[config.mk]
export PLATFORM = sky130hd
export DESIGN_NAME = cioc_decoder
export DESIGN_NICKNAME = d
export VERILOG_FILES = /design/src/logic/cioc_pkg.sv /design/src/logic/cioc_addr_gen.sv /design/src/logic/cioc_decoder.sv /design/src/logic/cioc_wcs_interlock.sv
export SDC_FILE = /design/constraint.sdc
export NUM_CORES = 1
export LEC_CHECK = 0
export BUFFER_PORTS_ARGS = -buffer_cell sky130_fd_sc_hd__buf_4
export CAP_MARGIN = 20
export CORE_MARGIN = 2
export CORE_UTILIZATION = 49
export DETAILED_ROUTE_END_ITERATION = 12
export PLACE_DENSITY = 0.69
export SYNTH_ARGS = -nofsm -noshare
export SYNTH_HDL_FRONTEND = slang
export SYNTH_SLANG_ARGS = --single-unit
[constraint.sdc]
create_clock -name i_mclk -period 3.5 [get_ports i_mclk]
set_clock_uncertainty 0.2 [all_clocks]
set_input_delay 0.7 -clock i_mclk [delete_from_list [all_inputs] [get_ports i_mclk]]
set_output_delay 0.7 -clock i_mclk [all_outputs]
set_load 0.05 [all_outputs]
[src/logic/cioc_pkg.sv]
// constants and types shared by the channel control instruction decoder
package cioc_pkg;
    // ****************************************
    // instruction fields (bit 0 is the lsb)
    // ****************************************
    localparam int INSTR_W = 32;
    localparam int OP_LSB = 26;
    localparam int REG_LSB = 23;
    localparam int SUB_LSB = 19;
    localparam int AUG_LSB = 16;
    localparam int CONST_W = 16;
    localparam logic [5:0] OPCODE_IO = 6'h3F;
    localparam logic [2:0] AUG_IO = 3'h7;
    // ****************************************
    // sub operations
    // ****************************************
    localparam logic [3:0] SUB_CHAN_RESET = 4'h5;
    localparam logic [3:0] SUB_CTL_HALT = 4'h6;
    localparam logic [3:0] SUB_CTL_GRAB = 4'h7;
    localparam logic [3:0] SUB_CTL_RESET = 4'h8;
    localparam logic [3:0] SUB_WCS_ENABLE = 4'h9;
    localparam logic [3:0] SUB_WCS_WRITE = 4'hB;
    // ****************************************
    // condition codes
    // ****************************************
    localparam logic [3:0] CC_ACTIVATED = 4'h0;
    localparam logic [3:0] CC_CHAN_BUSY = 4'h1;
    localparam logic [3:0] CC_CHAN_INOP = 4'h2;
    localparam logic [3:0] CC_SUB_BUSY = 4'h3;
    localparam logic [3:0] CC_STATUS_STORED = 4'h4;
    localparam logic [3:0] CC_UNSUPPORTED = 4'h5;
    localparam logic [3:0] CC_QUEUED = 4'h8;
    // ****************************************
    // logical address, register map, timing
    // ****************************************
    localparam int CHAN_LSB = 8;
    localparam int CHAN_W = 8;
    localparam int NUM_CHAN = 256;
    localparam logic [3:0] REG_CLASS = 4'h0;
    localparam logic [3:0] REG_STATUS = 4'h4;
    localparam logic [3:0] REG_ADDR = 4'h8;
    localparam int CLS_PRESENT_BIT = 8;
    localparam int CLS_CLASSF_BIT = 9;
    localparam int ST_ARM_BIT = 4;
    localparam int ST_ARMCH_LSB = 8;
    localparam logic [1:0] CLS_RESET = 2'h0;
    localparam int CLK_PERIOD_NS = 100;
    localparam int ACK_TIMEOUT_NS = 10000;
    localparam int ACK_TIMEOUT_CYC = ACK_TIMEOUT_NS / CLK_PERIOD_NS;

    typedef enum logic [1:0] {
        ST_IDLE,
        ST_FETCH,
        ST_CHECK,
        ST_WAIT
    } cioc_state_t;

    function automatic logic sub_supported(input logic [3:0] s);
        return (s >= SUB_CHAN_RESET && s <= SUB_WCS_ENABLE) ||
            s == SUB_WCS_WRITE;
    endfunction

    function automatic logic cc_assigned(input logic [3:0] c);
        return c <= CC_UNSUPPORTED || c == CC_QUEUED;
    endfunction
endpackage

[src/logic/cioc_addr_gen.sv]
// logical channel and subaddress adder
`timescale 1ns/1ns
`default_nettype none
module cioc_addr_gen
    import cioc_pkg::*;
(
    input wire logic [2:0] i_reg_sel,
    input wire logic [31:0] i_reg_data,
    input wire logic [CONST_W-1:0] i_const,
    output logic [CONST_W-1:0] o_addr
);
    // 16-bit sum, carry out of the top bit falls away
    always_comb begin
        if (i_reg_sel != 3'h0) begin
            o_addr = i_reg_data[CONST_W-1:0] + i_const; // [RULE3] [RULE21]
        end else begin
            o_addr = i_const; // [RULE3]
        end
    end
endmodule
`default_nettype wire

[src/logic/cioc_decoder.sv]
// channel control instruction decoder and dispatcher
//
// Notes on behaviour
// [RULE1] accept only when the opcode field holds all ones
// [RULE2] augment field must hold seven for the whole group
// [RULE3] address is register plus constant, or constant when selector zero
// [RULE4] sub op 5 resets the addressed channel to idle
// [RULE5] channel reset covers subchannels, leaves controllers and devices alone
// [RULE6] channel reset drops requesting or active interrupt level
// [RULE7] sub op 6 halts the controller promptly and cleanly
// [RULE8] a device end after halt marks the controller free again
// [RULE9] a halt yields exactly one device end for its operation
// [RULE10] sub op 7 makes the controller move to the issuing channel
// [RULE11] sub op 8 resets the controller completely
// [RULE12] controller reset also clears subchannel and all status
// [RULE13] sub op 9 arms the control store load interlock
// [RULE14] software issues the enable first of a two step load
// [RULE15] acceptance is condition code 0000 or 1000
// [RULE16] wrong channel class takes the undefined instruction trap
// [RULE17] condition code stays set after completion for branches
// [RULE18] refusal codes 0001, 0010, 0011, 0100, 0101
// [RULE19] 0000 means activated with echo, 1000 queued without
// [RULE20] store write must directly follow enable, else system check; the code lets non-enable issues to other channels come between
// [RULE21] address sum is 16 bits, carry discarded
//
// The register addresses and the strobed register port were decided locally.
`timescale 1ns/1ns
`default_nettype none
module cioc_decoder
    import cioc_pkg::*;
(
    input wire logic i_mclk,
    input wire logic i_reset,
    input wire logic i_instr_valid,
    input wire logic [INSTR_W-1:0] i_instr,
    output logic [2:0] o_reg_sel,
    input wire logic [31:0] i_reg_data,
    input wire logic [3:0] i_bus_addr,
    input wire logic [31:0] i_bus_wdata,
    input wire logic i_bus_wr,
    input wire logic i_bus_rd,
    output logic [31:0] o_bus_rdata,
    output logic o_chan_req,
    output logic [3:0] o_chan_op,
    output logic [CONST_W-1:0] o_chan_addr,
    input wire logic i_chan_busy,
    input wire logic i_chan_ack,
    input wire logic [3:0] i_chan_cc,
    input wire logic i_chan_dev_end,
    input wire logic [CHAN_W-1:0] i_chan_dev_chan,
    output logic o_dev_end,
    output logic [3:0] o_cc,
    output logic o_done,
    output logic o_reject,
    output logic o_trap_undef,
    output logic o_trap_syscheck
);
    // ****************************************
    // state and decode
    // ****************************************
    cioc_state_t state_q;
    logic [INSTR_W-1:0] instr_q;
    logic [CONST_W-1:0] addr_q;
    logic [CONST_W-1:0] sum;
    logic [1:0] class_q [NUM_CHAN];
    logic [CHAN_W-1:0] class_idx_q;
    logic [7:0] wait_cnt_q;
    logic armed;
    logic [CHAN_W-1:0] armed_chan;
    logic halt_arm_q;
    logic mute_q;
    logic [CHAN_W-1:0] halt_chan_q;
    logic [3:0] sub_op;
    logic [CHAN_W-1:0] chan;
    logic instr_ok;
    logic chan_present;
    logic chan_classf;
    logic wcs_ok;
    logic do_issue;
    logic timeout;

    assign sub_op = instr_q[SUB_LSB +: 4];
    assign chan = addr_q[CHAN_LSB +: CHAN_W];
    assign instr_ok = i_instr[OP_LSB +: 6] == OPCODE_IO && // [RULE1]
        i_instr[AUG_LSB +: 3] == AUG_IO && // [RULE2]
        sub_supported(i_instr[SUB_LSB +: 4]);
    assign chan_present = class_q[chan][0];
    assign chan_classf = class_q[chan][1];
    assign wcs_ok = sub_op != SUB_WCS_WRITE ||
        (armed && armed_chan == chan); // [RULE20]
    assign do_issue = state_q == ST_CHECK && chan_present &&
        chan_classf && wcs_ok && !i_chan_busy;
    assign timeout = wait_cnt_q == 8'(ACK_TIMEOUT_CYC - 1);

    cioc_addr_gen u_addr (
        .i_reg_sel(o_reg_sel),
        .i_reg_data(i_reg_data),
        .i_const(instr_q[CONST_W-1:0]),
        .o_addr(sum)
    );

    cioc_wcs_interlock u_lock (
        .i_mclk(i_mclk),
        .i_reset(i_reset),
        .i_issue(do_issue),
        .i_sub_op(sub_op),
        .i_chan(chan),
        .o_armed(armed),
        .o_chan(armed_chan)
    );

    // ****************************************
    // sequencer
    // ****************************************
    always_ff @(posedge i_mclk) begin
        if (i_reset) begin
            state_q <= ST_IDLE;
        end else begin
            unique case (state_q)
                ST_IDLE: begin
                    if (i_instr_valid && instr_ok) begin
                        state_q <= ST_FETCH;
                    end
                end
                ST_FETCH: state_q <= ST_CHECK;
                ST_CHECK: state_q <= do_issue ? ST_WAIT : ST_IDLE;
                ST_WAIT: begin
                    if (i_chan_ack || timeout) begin
                        state_q <= ST_IDLE;
                    end
                end
            endcase
        end
    end

    // register selector goes out a cycle ahead of the sum
    always_ff @(posedge i_mclk) begin
        if (i_reset) begin
            instr_q <= 32'h0000_0000;
            o_reg_sel <= 3'h0;
            addr_q <= 16'h0000;
        end else begin
            if (state_q == ST_IDLE && i_instr_valid && instr_ok) begin
                instr_q <= i_instr;
                o_reg_sel <= i_instr[REG_LSB +: 3];
            end
            if (state_q == ST_FETCH) begin
                addr_q <= sum; // [RULE3]
            end
        end
    end

    always_ff @(posedge i_mclk) begin
        if (i_reset) begin
            wait_cnt_q <= 8'h00;
        end else if (state_q == ST_WAIT) begin
            wait_cnt_q <= wait_cnt_q + 8'h01;
        end else begin
            wait_cnt_q <= 8'h00;
        end
    end

    // ****************************************
    // results: condition code and traps
    // ****************************************
    always_ff @(posedge i_mclk) begin
        if (i_reset) begin
            o_cc <= CC_ACTIVATED;
            o_done <= 1'b0;
            o_reject <= 1'b0;
            o_trap_undef <= 1'b0;
            o_trap_syscheck <= 1'b0;
        end else begin
            o_done <= 1'b0;
            o_trap_undef <= 1'b0;
            o_trap_syscheck <= 1'b0;
            // instructions not ours, or arriving mid-execution
            o_reject <= i_instr_valid &&
                (state_q != ST_IDLE || !instr_ok); // [RULE1] [RULE2]
            if (state_q == ST_CHECK) begin
                if (!chan_present) begin
                    o_cc <= CC_CHAN_INOP; // [RULE18]
                    o_done <= 1'b1;
                end else if (!chan_classf) begin
                    // cc left untouched on a trap
                    o_trap_undef <= 1'b1; // [RULE16]
                end else if (!wcs_ok) begin
                    o_trap_syscheck <= 1'b1; // [RULE20]
                end else if (i_chan_busy) begin
                    o_cc <= CC_CHAN_BUSY; // [RULE18]
                    o_done <= 1'b1;
                end
            end else if (state_q == ST_WAIT) begin
                if (i_chan_ack) begin
                    // held until the next completion [RULE17]
                    o_cc <= cc_assigned(i_chan_cc) ? i_chan_cc :
                        CC_UNSUPPORTED; // [RULE15] [RULE19]
                    o_done <= 1'b1;
                end else if (timeout) begin
                    // silent channel counts as inoperable
                    o_cc <= CC_CHAN_INOP; // [RULE18]
                    o_done <= 1'b1;
                end
            end
        end
    end

    // ****************************************
    // channel request
    // ****************************************
    // the channel itself performs the reset, halt, grab and
    // controller reset actions named by o_chan_op
    always_ff @(posedge i_mclk) begin
        if (i_reset) begin
            o_chan_req <= 1'b0;
            o_chan_op <= 4'h0;
            o_chan_addr <= 16'h0000;
        end else begin
            o_chan_req <= do_issue;
            if (do_issue) begin
                // [RULE4] [RULE5] [RULE6] [RULE7] [RULE10]
                // [RULE11] [RULE12] [RULE13]
                o_chan_op <= sub_op;
                o_chan_addr <= addr_q;
            end
        end
    end

    // ****************************************
    // device end filter after a halt
    // ****************************************
    // limitation: while muted, every device end of that channel is
    // dropped until the next instruction is issued to it or a halt is issued to any channel
    always_ff @(posedge i_mclk) begin
        if (i_reset) begin
            halt_arm_q <= 1'b0;
            mute_q <= 1'b0;
            halt_chan_q <= 8'h00;
            o_dev_end <= 1'b0;
        end else begin
            o_dev_end <= i_chan_dev_end &&
                !(mute_q && i_chan_dev_chan == halt_chan_q); // [RULE9]
            if (i_chan_dev_end && halt_arm_q &&
                i_chan_dev_chan == halt_chan_q) begin
                halt_arm_q <= 1'b0; // [RULE8]
                mute_q <= 1'b1; // [RULE9]
            end
            // new issue overrides, so a fresh halt is never missed
            if (do_issue && chan == halt_chan_q) begin
                mute_q <= 1'b0;
                halt_arm_q <= 1'b0;
            end
            if (do_issue && sub_op == SUB_CTL_HALT) begin
                halt_arm_q <= 1'b1; // [RULE8]
                mute_q <= 1'b0;
                halt_chan_q <= chan;
            end
        end
    end

    // ****************************************
    // register port
    // ****************************************
    always_ff @(posedge i_mclk) begin
        if (i_reset) begin
            for (int i = 0; i < NUM_CHAN; i++) begin
                class_q[i] <= CLS_RESET;
            end
            class_idx_q <= 8'h00;
        end else if (i_bus_wr && i_bus_addr == REG_CLASS) begin
            // class table steers the trap and refusal checks
            class_q[i_bus_wdata[CHAN_W-1:0]] <=
                i_bus_wdata[CLS_CLASSF_BIT:CLS_PRESENT_BIT];
            class_idx_q <= i_bus_wdata[CHAN_W-1:0];
        end
    end

    always_ff @(posedge i_mclk) begin
        if (i_reset) begin
            o_bus_rdata <= 32'h0000_0000;
        end else begin
            o_bus_rdata <= 32'h0000_0000;
            if (i_bus_rd) begin
                unique case (i_bus_addr)
                    REG_CLASS: begin
                        o_bus_rdata[CHAN_W-1:0] <= class_idx_q;
                        o_bus_rdata[CLS_CLASSF_BIT:CLS_PRESENT_BIT] <=
                            class_q[class_idx_q];
                    end
                    REG_STATUS: begin
                        o_bus_rdata[3:0] <= o_cc;
                        o_bus_rdata[ST_ARM_BIT] <= armed;
                        o_bus_rdata[ST_ARMCH_LSB +: CHAN_W] <= armed_chan;
                    end
                    REG_ADDR: o_bus_rdata[CONST_W-1:0] <= addr_q;
                    default: o_bus_rdata <= 32'h0000_0000;
                endcase
            end
        end
    end

    // ****************************************
    // assertions
    // ****************************************
    localparam int ACK_LIMIT = 100;
    logic [CONST_W-1:0] exp_addr;
    assign exp_addr = (o_reg_sel == 3'h0) ? instr_q[CONST_W-1:0] :
        16'(i_reg_data[CONST_W-1:0] + instr_q[CONST_W-1:0]);
endmodule
`default_nettype wire

[src/logic/cioc_wcs_interlock.sv]
// control store load interlock, one channel at a time
`timescale 1ns/1ns
`default_nettype none
module cioc_wcs_interlock
    import cioc_pkg::*;
(
    input wire logic i_mclk,
    input wire logic i_reset,
    input wire logic i_issue,
    input wire logic [3:0] i_sub_op,
    input wire logic [CHAN_W-1:0] i_chan,
    output logic o_armed,
    output logic [CHAN_W-1:0] o_chan
);
    always_ff @(posedge i_mclk) begin
        if (i_reset) begin
            o_armed <= 1'b0;
            o_chan <= 8'h00;
        end else if (i_issue) begin
            if (i_sub_op == SUB_WCS_ENABLE) begin
                o_armed <= 1'b1; // [RULE13]
                o_chan <= i_chan;
            end else if (i_chan == o_chan) begin
                // anything else to that channel breaks the pair
                o_armed <= 1'b0; // [RULE20]
            end
        end
    end
endmodule
`default_nettype wire

==> results.json <==
{
  "postSynthCellCount": 2763,
  "hp-class": "in2reg",
  "maxSlewViolCount": 0,
  "timing.hold.worst_path_depth": 3,
  "critPathArrivalTime_ps": 3890,
  "nNetsFinal": 3103,
  "hpwlAfterDp_um": 79760,
  "cp-end-kind": "flop",
  "slowest_stage": "sky130_fd_sc_hd__or4bb_4",
  "yosys_warnings": 0,
  "leakagePower_uw": 0.01444,
  "first_pass_grt_wire_length_um": 170100,
  "core_region_area_um2": 70150,
  "r2r_endpoint": "o_cc[3]$_SDFFE_PP0P_",
  "syn-cell-area_um2": 34760,
  "cts_root_buf": "sky130_fd_sc_hd__clkbuf_16",
  "reg2reg_slack_ps": -70,
  "report.final.setup_viol": 7,
  "core.rowCount": 97,
  "htree_levels": 3,
  "violations": "negative setup slack",
  "yosys_most_used_dff": "sky130_fd_sc_hd__edfxtp_1",
  "synth_enable_flop_cells": 512,
  "num_vias": 26322,
  "fin_total_pwr_uw": 17170,
  "firstDrtPassIters": 9,
  "grt_antenna_before_repair": 4,
  "routed_wl_um": 117700,
  "chipWidth_um": 270.4,
  "num-fill-cells": 5446,
  "grtUsageTotal_pct": 31.61,
  "worst_path_cell_chain": "buf_12 -> buf_4 -> and3b_1 -> a22oi_1 -> and3_1 -> a211oi_1 -> buf_4 -> a2111oi_4 -> buf_4 -> or4bb_4 -> nor2b_4 -> mux2_4",
  "io_buffer_count": 130,
  "grt_max_degree": 165,
  "synth_sequential_area_ratio_pct": 52.17,
  "globalplace.congestion": 0.9833,
  "clk_slew_on_worst_s_h_paths_ps": 60,
  "timing.max_cap.violations": 0,
  "run_status": "finished, violations left",
  "worstPathMaxFanout": 12,
  "worst_slew_pin_slew_ps": 904.5,
  "initial_core_util_pct": 49.56,
  "timing.setup.tns_ps": -285.0,
  "power_density_of_the_placed_cells_nw_per_um2": 418.2,
  "die_height_um": 270.4,
  "boundaryPins": 185,
  "maxSlewHeadroom_pct": 39.70,
  "rr_worst_depth": 12,
  "post-route-worst-setup-slack_ps": -73.45,
  "max-vdd-ir-drop_mv": 0.3021,
  "post-place-ws_ps": -315.2,
  "drive_gt1_share_pct": 29.50,
  "gr_overflow_total": 0,
  "avgRoutedWirePerCell_um": 29.73,
  "stdcell_count": 3958,
  "rsz0062_at_grt": "yes",
  "worstPathRequired_ps": 3810,
  "critical-path-top-cell-by-count": "sky130_fd_sc_hd__buf_4",
  "cts_tree": "built",
  "period_needed_ps": 3573,
  "synth_async_sr_flop_share_pct": 0,
  "overall_die_area_um2": 73090,
  "achievable-frequency_mhz": 279.8,
  "synth.avg_cell_area_um2": 12.58,
  "final-hold-violation-count": 0,
  "dpl.cell_count": 3798,
  "path_class": "reg2reg",
  "yosys_register_bits": 650,
  "drt-vias-per-instance": 6.650,
  "cts_buffer_count": 70,
  "clock-sinks": 650,
  "via_count_of_the_first_global_routing_pass": 26244,
  "ctsLongestPathBuffers": 3,
  "clkLatencyLatePin_ps": 640,
  "timing.critical_path.from_type": "flop",
  "synthDistinctLibCells": 80,
  "synthToLayoutAreaGrowth_pct": 18.09,
  "critical_path.max_stage_delay_ps": 530,
  "fin_crit_sh_pct": 102.1,
  "initialDrtViolationCount": 3724,
  "multi_input_comb_area_um2": 15730,
  "ant_nets": 0,
  "layout.core_utilization_pct": 58.52,
  "crit_path_end": "o_cc[3]$_SDFFE_PP0P_",
  "drt_drc_violations_left": 0,
  "sequential_cell_area_um2": 18160
}
## through the flow
step,hold WS (ps),cell area [um^2]
2_1_floorplan,203.6,34820
3_3_place_gp,215.9,38030
3_5_place_dp,238.5,38030
4_1_cts,110.2,40600
5_1_grt,127.5,41050
6_report,127.6,41050
## where the power goes
part           total (uW)  switching [uW]  internal, uW
sequential           8820             202          8620
clock                7230            3130          4100
combinational        1120             594           527
total               17200            3920         13200
## final cells by class
cell class                 count  area share (%)
timing repair buffer         404           9.164
sequential                   650           44.23
tap                          940           2.865
antenna                        1        0.006095
clock inverter                28          0.5029
clock buffer                  95           4.803
inverter                      14          0.1280
multi-input combinational   1826           38.30
## layout by cell type (no fill, tap or decap), types with 33 or more instances in the layout
| cell | netlist | routed |
|---|---|---|
| sky130_fd_sc_hd__nor2_1 | 602 | 589 |
| sky130_fd_sc_hd__edfxtp_1 | 512 | 512 |
| sky130_fd_sc_hd__buf_4 | 23 | 340 |
| sky130_fd_sc_hd__mux4_2 | 293 | 293 |
| sky130_fd_sc_hd__a21o_1 | 258 | 258 |
| sky130_fd_sc_hd__nand2_1 | 149 | 147 |
| sky130_fd_sc_hd__dfxtp_1 | 138 | 130 |
| sky130_fd_sc_hd__clkbuf_16 | 0 | 78 |
| sky130_fd_sc_hd__nand2b_1 | 68 | 68 |
| sky130_fd_sc_hd__a21oi_1 | 53 | 52 |
| sky130_fd_sc_hd__mux2i_1 | 52 | 48 |
| sky130_fd_sc_hd__buf_12 | 2 | 37 |
| sky130_fd_sc_hd__a22oi_1 | 43 | 33 |
## state kept, by name (all words and copies together) (netlist names), 8 cells and up, named ones only
| name | cells |
|---|---|
| addr_q | 16 |
| o_bus_rdata | 16 |
| halt_chan_q | 8 |
| class_idx_q | 8 |
| u_lock.o_chan | 8 |
| instr_q | 20 |
| o_chan_addr | 16 |
| class_q | 512 |
| wait_cnt_q | 8 |
## per-layer routing
layer	routed length (um)	global-route usage, %	share of wire, %
met4	7442	17.71	6.3
met5	25	0	0.021
met3	15770	8.286	13
met2	53880	49.57	46
met1	40530	40.08	34
## synthesized netlist by cell type, types with 4 or more instances
library cell | n | area share, %
sky130_fd_sc_hd__a22o_1 | 5 | 0.13
sky130_fd_sc_hd__edfxtp_1 | 512 | 44
sky130_fd_sc_hd__buf_4 | 23 | 0.50
sky130_fd_sc_hd__nor2_1 | 602 | 6.5
sky130_fd_sc_hd__o211ai_1 | 5 | 0.11
sky130_fd_sc_hd__a222oi_1 | 7 | 0.20
sky130_fd_sc_hd__a41o_1 | 4 | 0.12
sky130_fd_sc_hd__xor2_1 | 13 | 0.33
sky130_fd_sc_hd__dfxtp_1 | 138 | 7.9
sky130_fd_sc_hd__buf_6 | 7 | 0.23
sky130_fd_sc_hd__mux4_1 | 6 | 0.45
sky130_fd_sc_hd__a21o_1 | 258 | 5.6
sky130_fd_sc_hd__nor2b_1 | 13 | 0.23
sky130_fd_sc_hd__nand3_1 | 29 | 0.42
sky130_fd_sc_hd__clkbuf_1 | 219 | 2.4
sky130_fd_sc_hd__mux2_2 | 5 | 0.16
sky130_fd_sc_hd__nor3b_1 | 5 | 0.11
sky130_fd_sc_hd__a221oi_1 | 6 | 0.15
sky130_fd_sc_hd__mux2i_1 | 52 | 1.5
sky130_fd_sc_hd__nand2_1 | 149 | 1.6
sky130_fd_sc_hd__nand2b_1 | 68 | 1.2
sky130_fd_sc_hd__a311oi_1 | 12 | 0.30
sky130_fd_sc_hd__nand4_1 | 5 | 0.090
sky130_fd_sc_hd__a22oi_1 | 43 | 0.93
sky130_fd_sc_hd__o21ai_0 | 14 | 0.20
sky130_fd_sc_hd__a211oi_1 | 12 | 0.26
sky130_fd_sc_hd__inv_1 | 13 | 0.14
sky130_fd_sc_hd__and3_1 | 9 | 0.16
sky130_fd_sc_hd__nand3b_1 | 5 | 0.11
sky130_fd_sc_hd__ha_1 | 16 | 0.58
sky130_fd_sc_hd__a21oi_1 | 53 | 0.76
sky130_fd_sc_hd__buf_1 | 11 | 0.12
sky130_fd_sc_hd__or3_1 | 7 | 0.13
sky130_fd_sc_hd__mux4_2 | 293 | 19
sky130_fd_sc_hd__xnor2_1 | 26 | 0.66
sky130_fd_sc_hd__buf_2 | 25 | 0.36
sky130_fd_sc_hd__nor3_1 | 27 | 0.39
sky130_fd_sc_hd__nor4_1 | 7 | 0.13
## repair_timing
action | in CTS | in global routing
cloned | 3 | 5
setup endpoints to repair | 50 | 51
gates resized for setup | 35 | 57
hold buffers | 0 | 0
pin swaps | 8 | 15
setup buffers | 15 | 15
## critical path, delay by kind of cell (launching register included)
kind	cells	cell delay, ps
simple gates	4	1270
compound gates	3	520
flops	1	450
buf+inv	4	720
mux	1	300
## kinds of logic (layout without fill, tap and decap cells)
kind of cell,Yosys count,count (layout),share of synthesized area [%]
adders and majority gates,18,18,0.6622
other,1,17,0.01079
AOI/OAI and AO/OA,446,446,9.480
muxes,357,357,21.13
xor gates and xnor gates,39,39,0.9826
and+or+nand+nor,950,950,11.69
buffers and inverters,302,541,3.876
DFF,650,650,52.17
## worst min path at each step
stage                        start                       to  slack [ps]
3_3_place_gp   mute_q$_SDFFE_PP0P_     o_dev_end$_SDFF_PP0_         220
3_5_place_dp   mute_q$_SDFFE_PP0P_     o_dev_end$_SDFF_PP0_         240
6_report                i_instr[3]  instr_q[3]$_SDFFE_PP0P_         130
2_1_floorplan  mute_q$_SDFFE_PP0P_     o_dev_end$_SDFF_PP0_         200
5_1_grt                 i_instr[3]  instr_q[3]$_SDFFE_PP0P_         130
4_1_cts                 i_instr[3]  instr_q[3]$_SDFFE_PP0P_         110
Power figures use the tool's default switching activity.
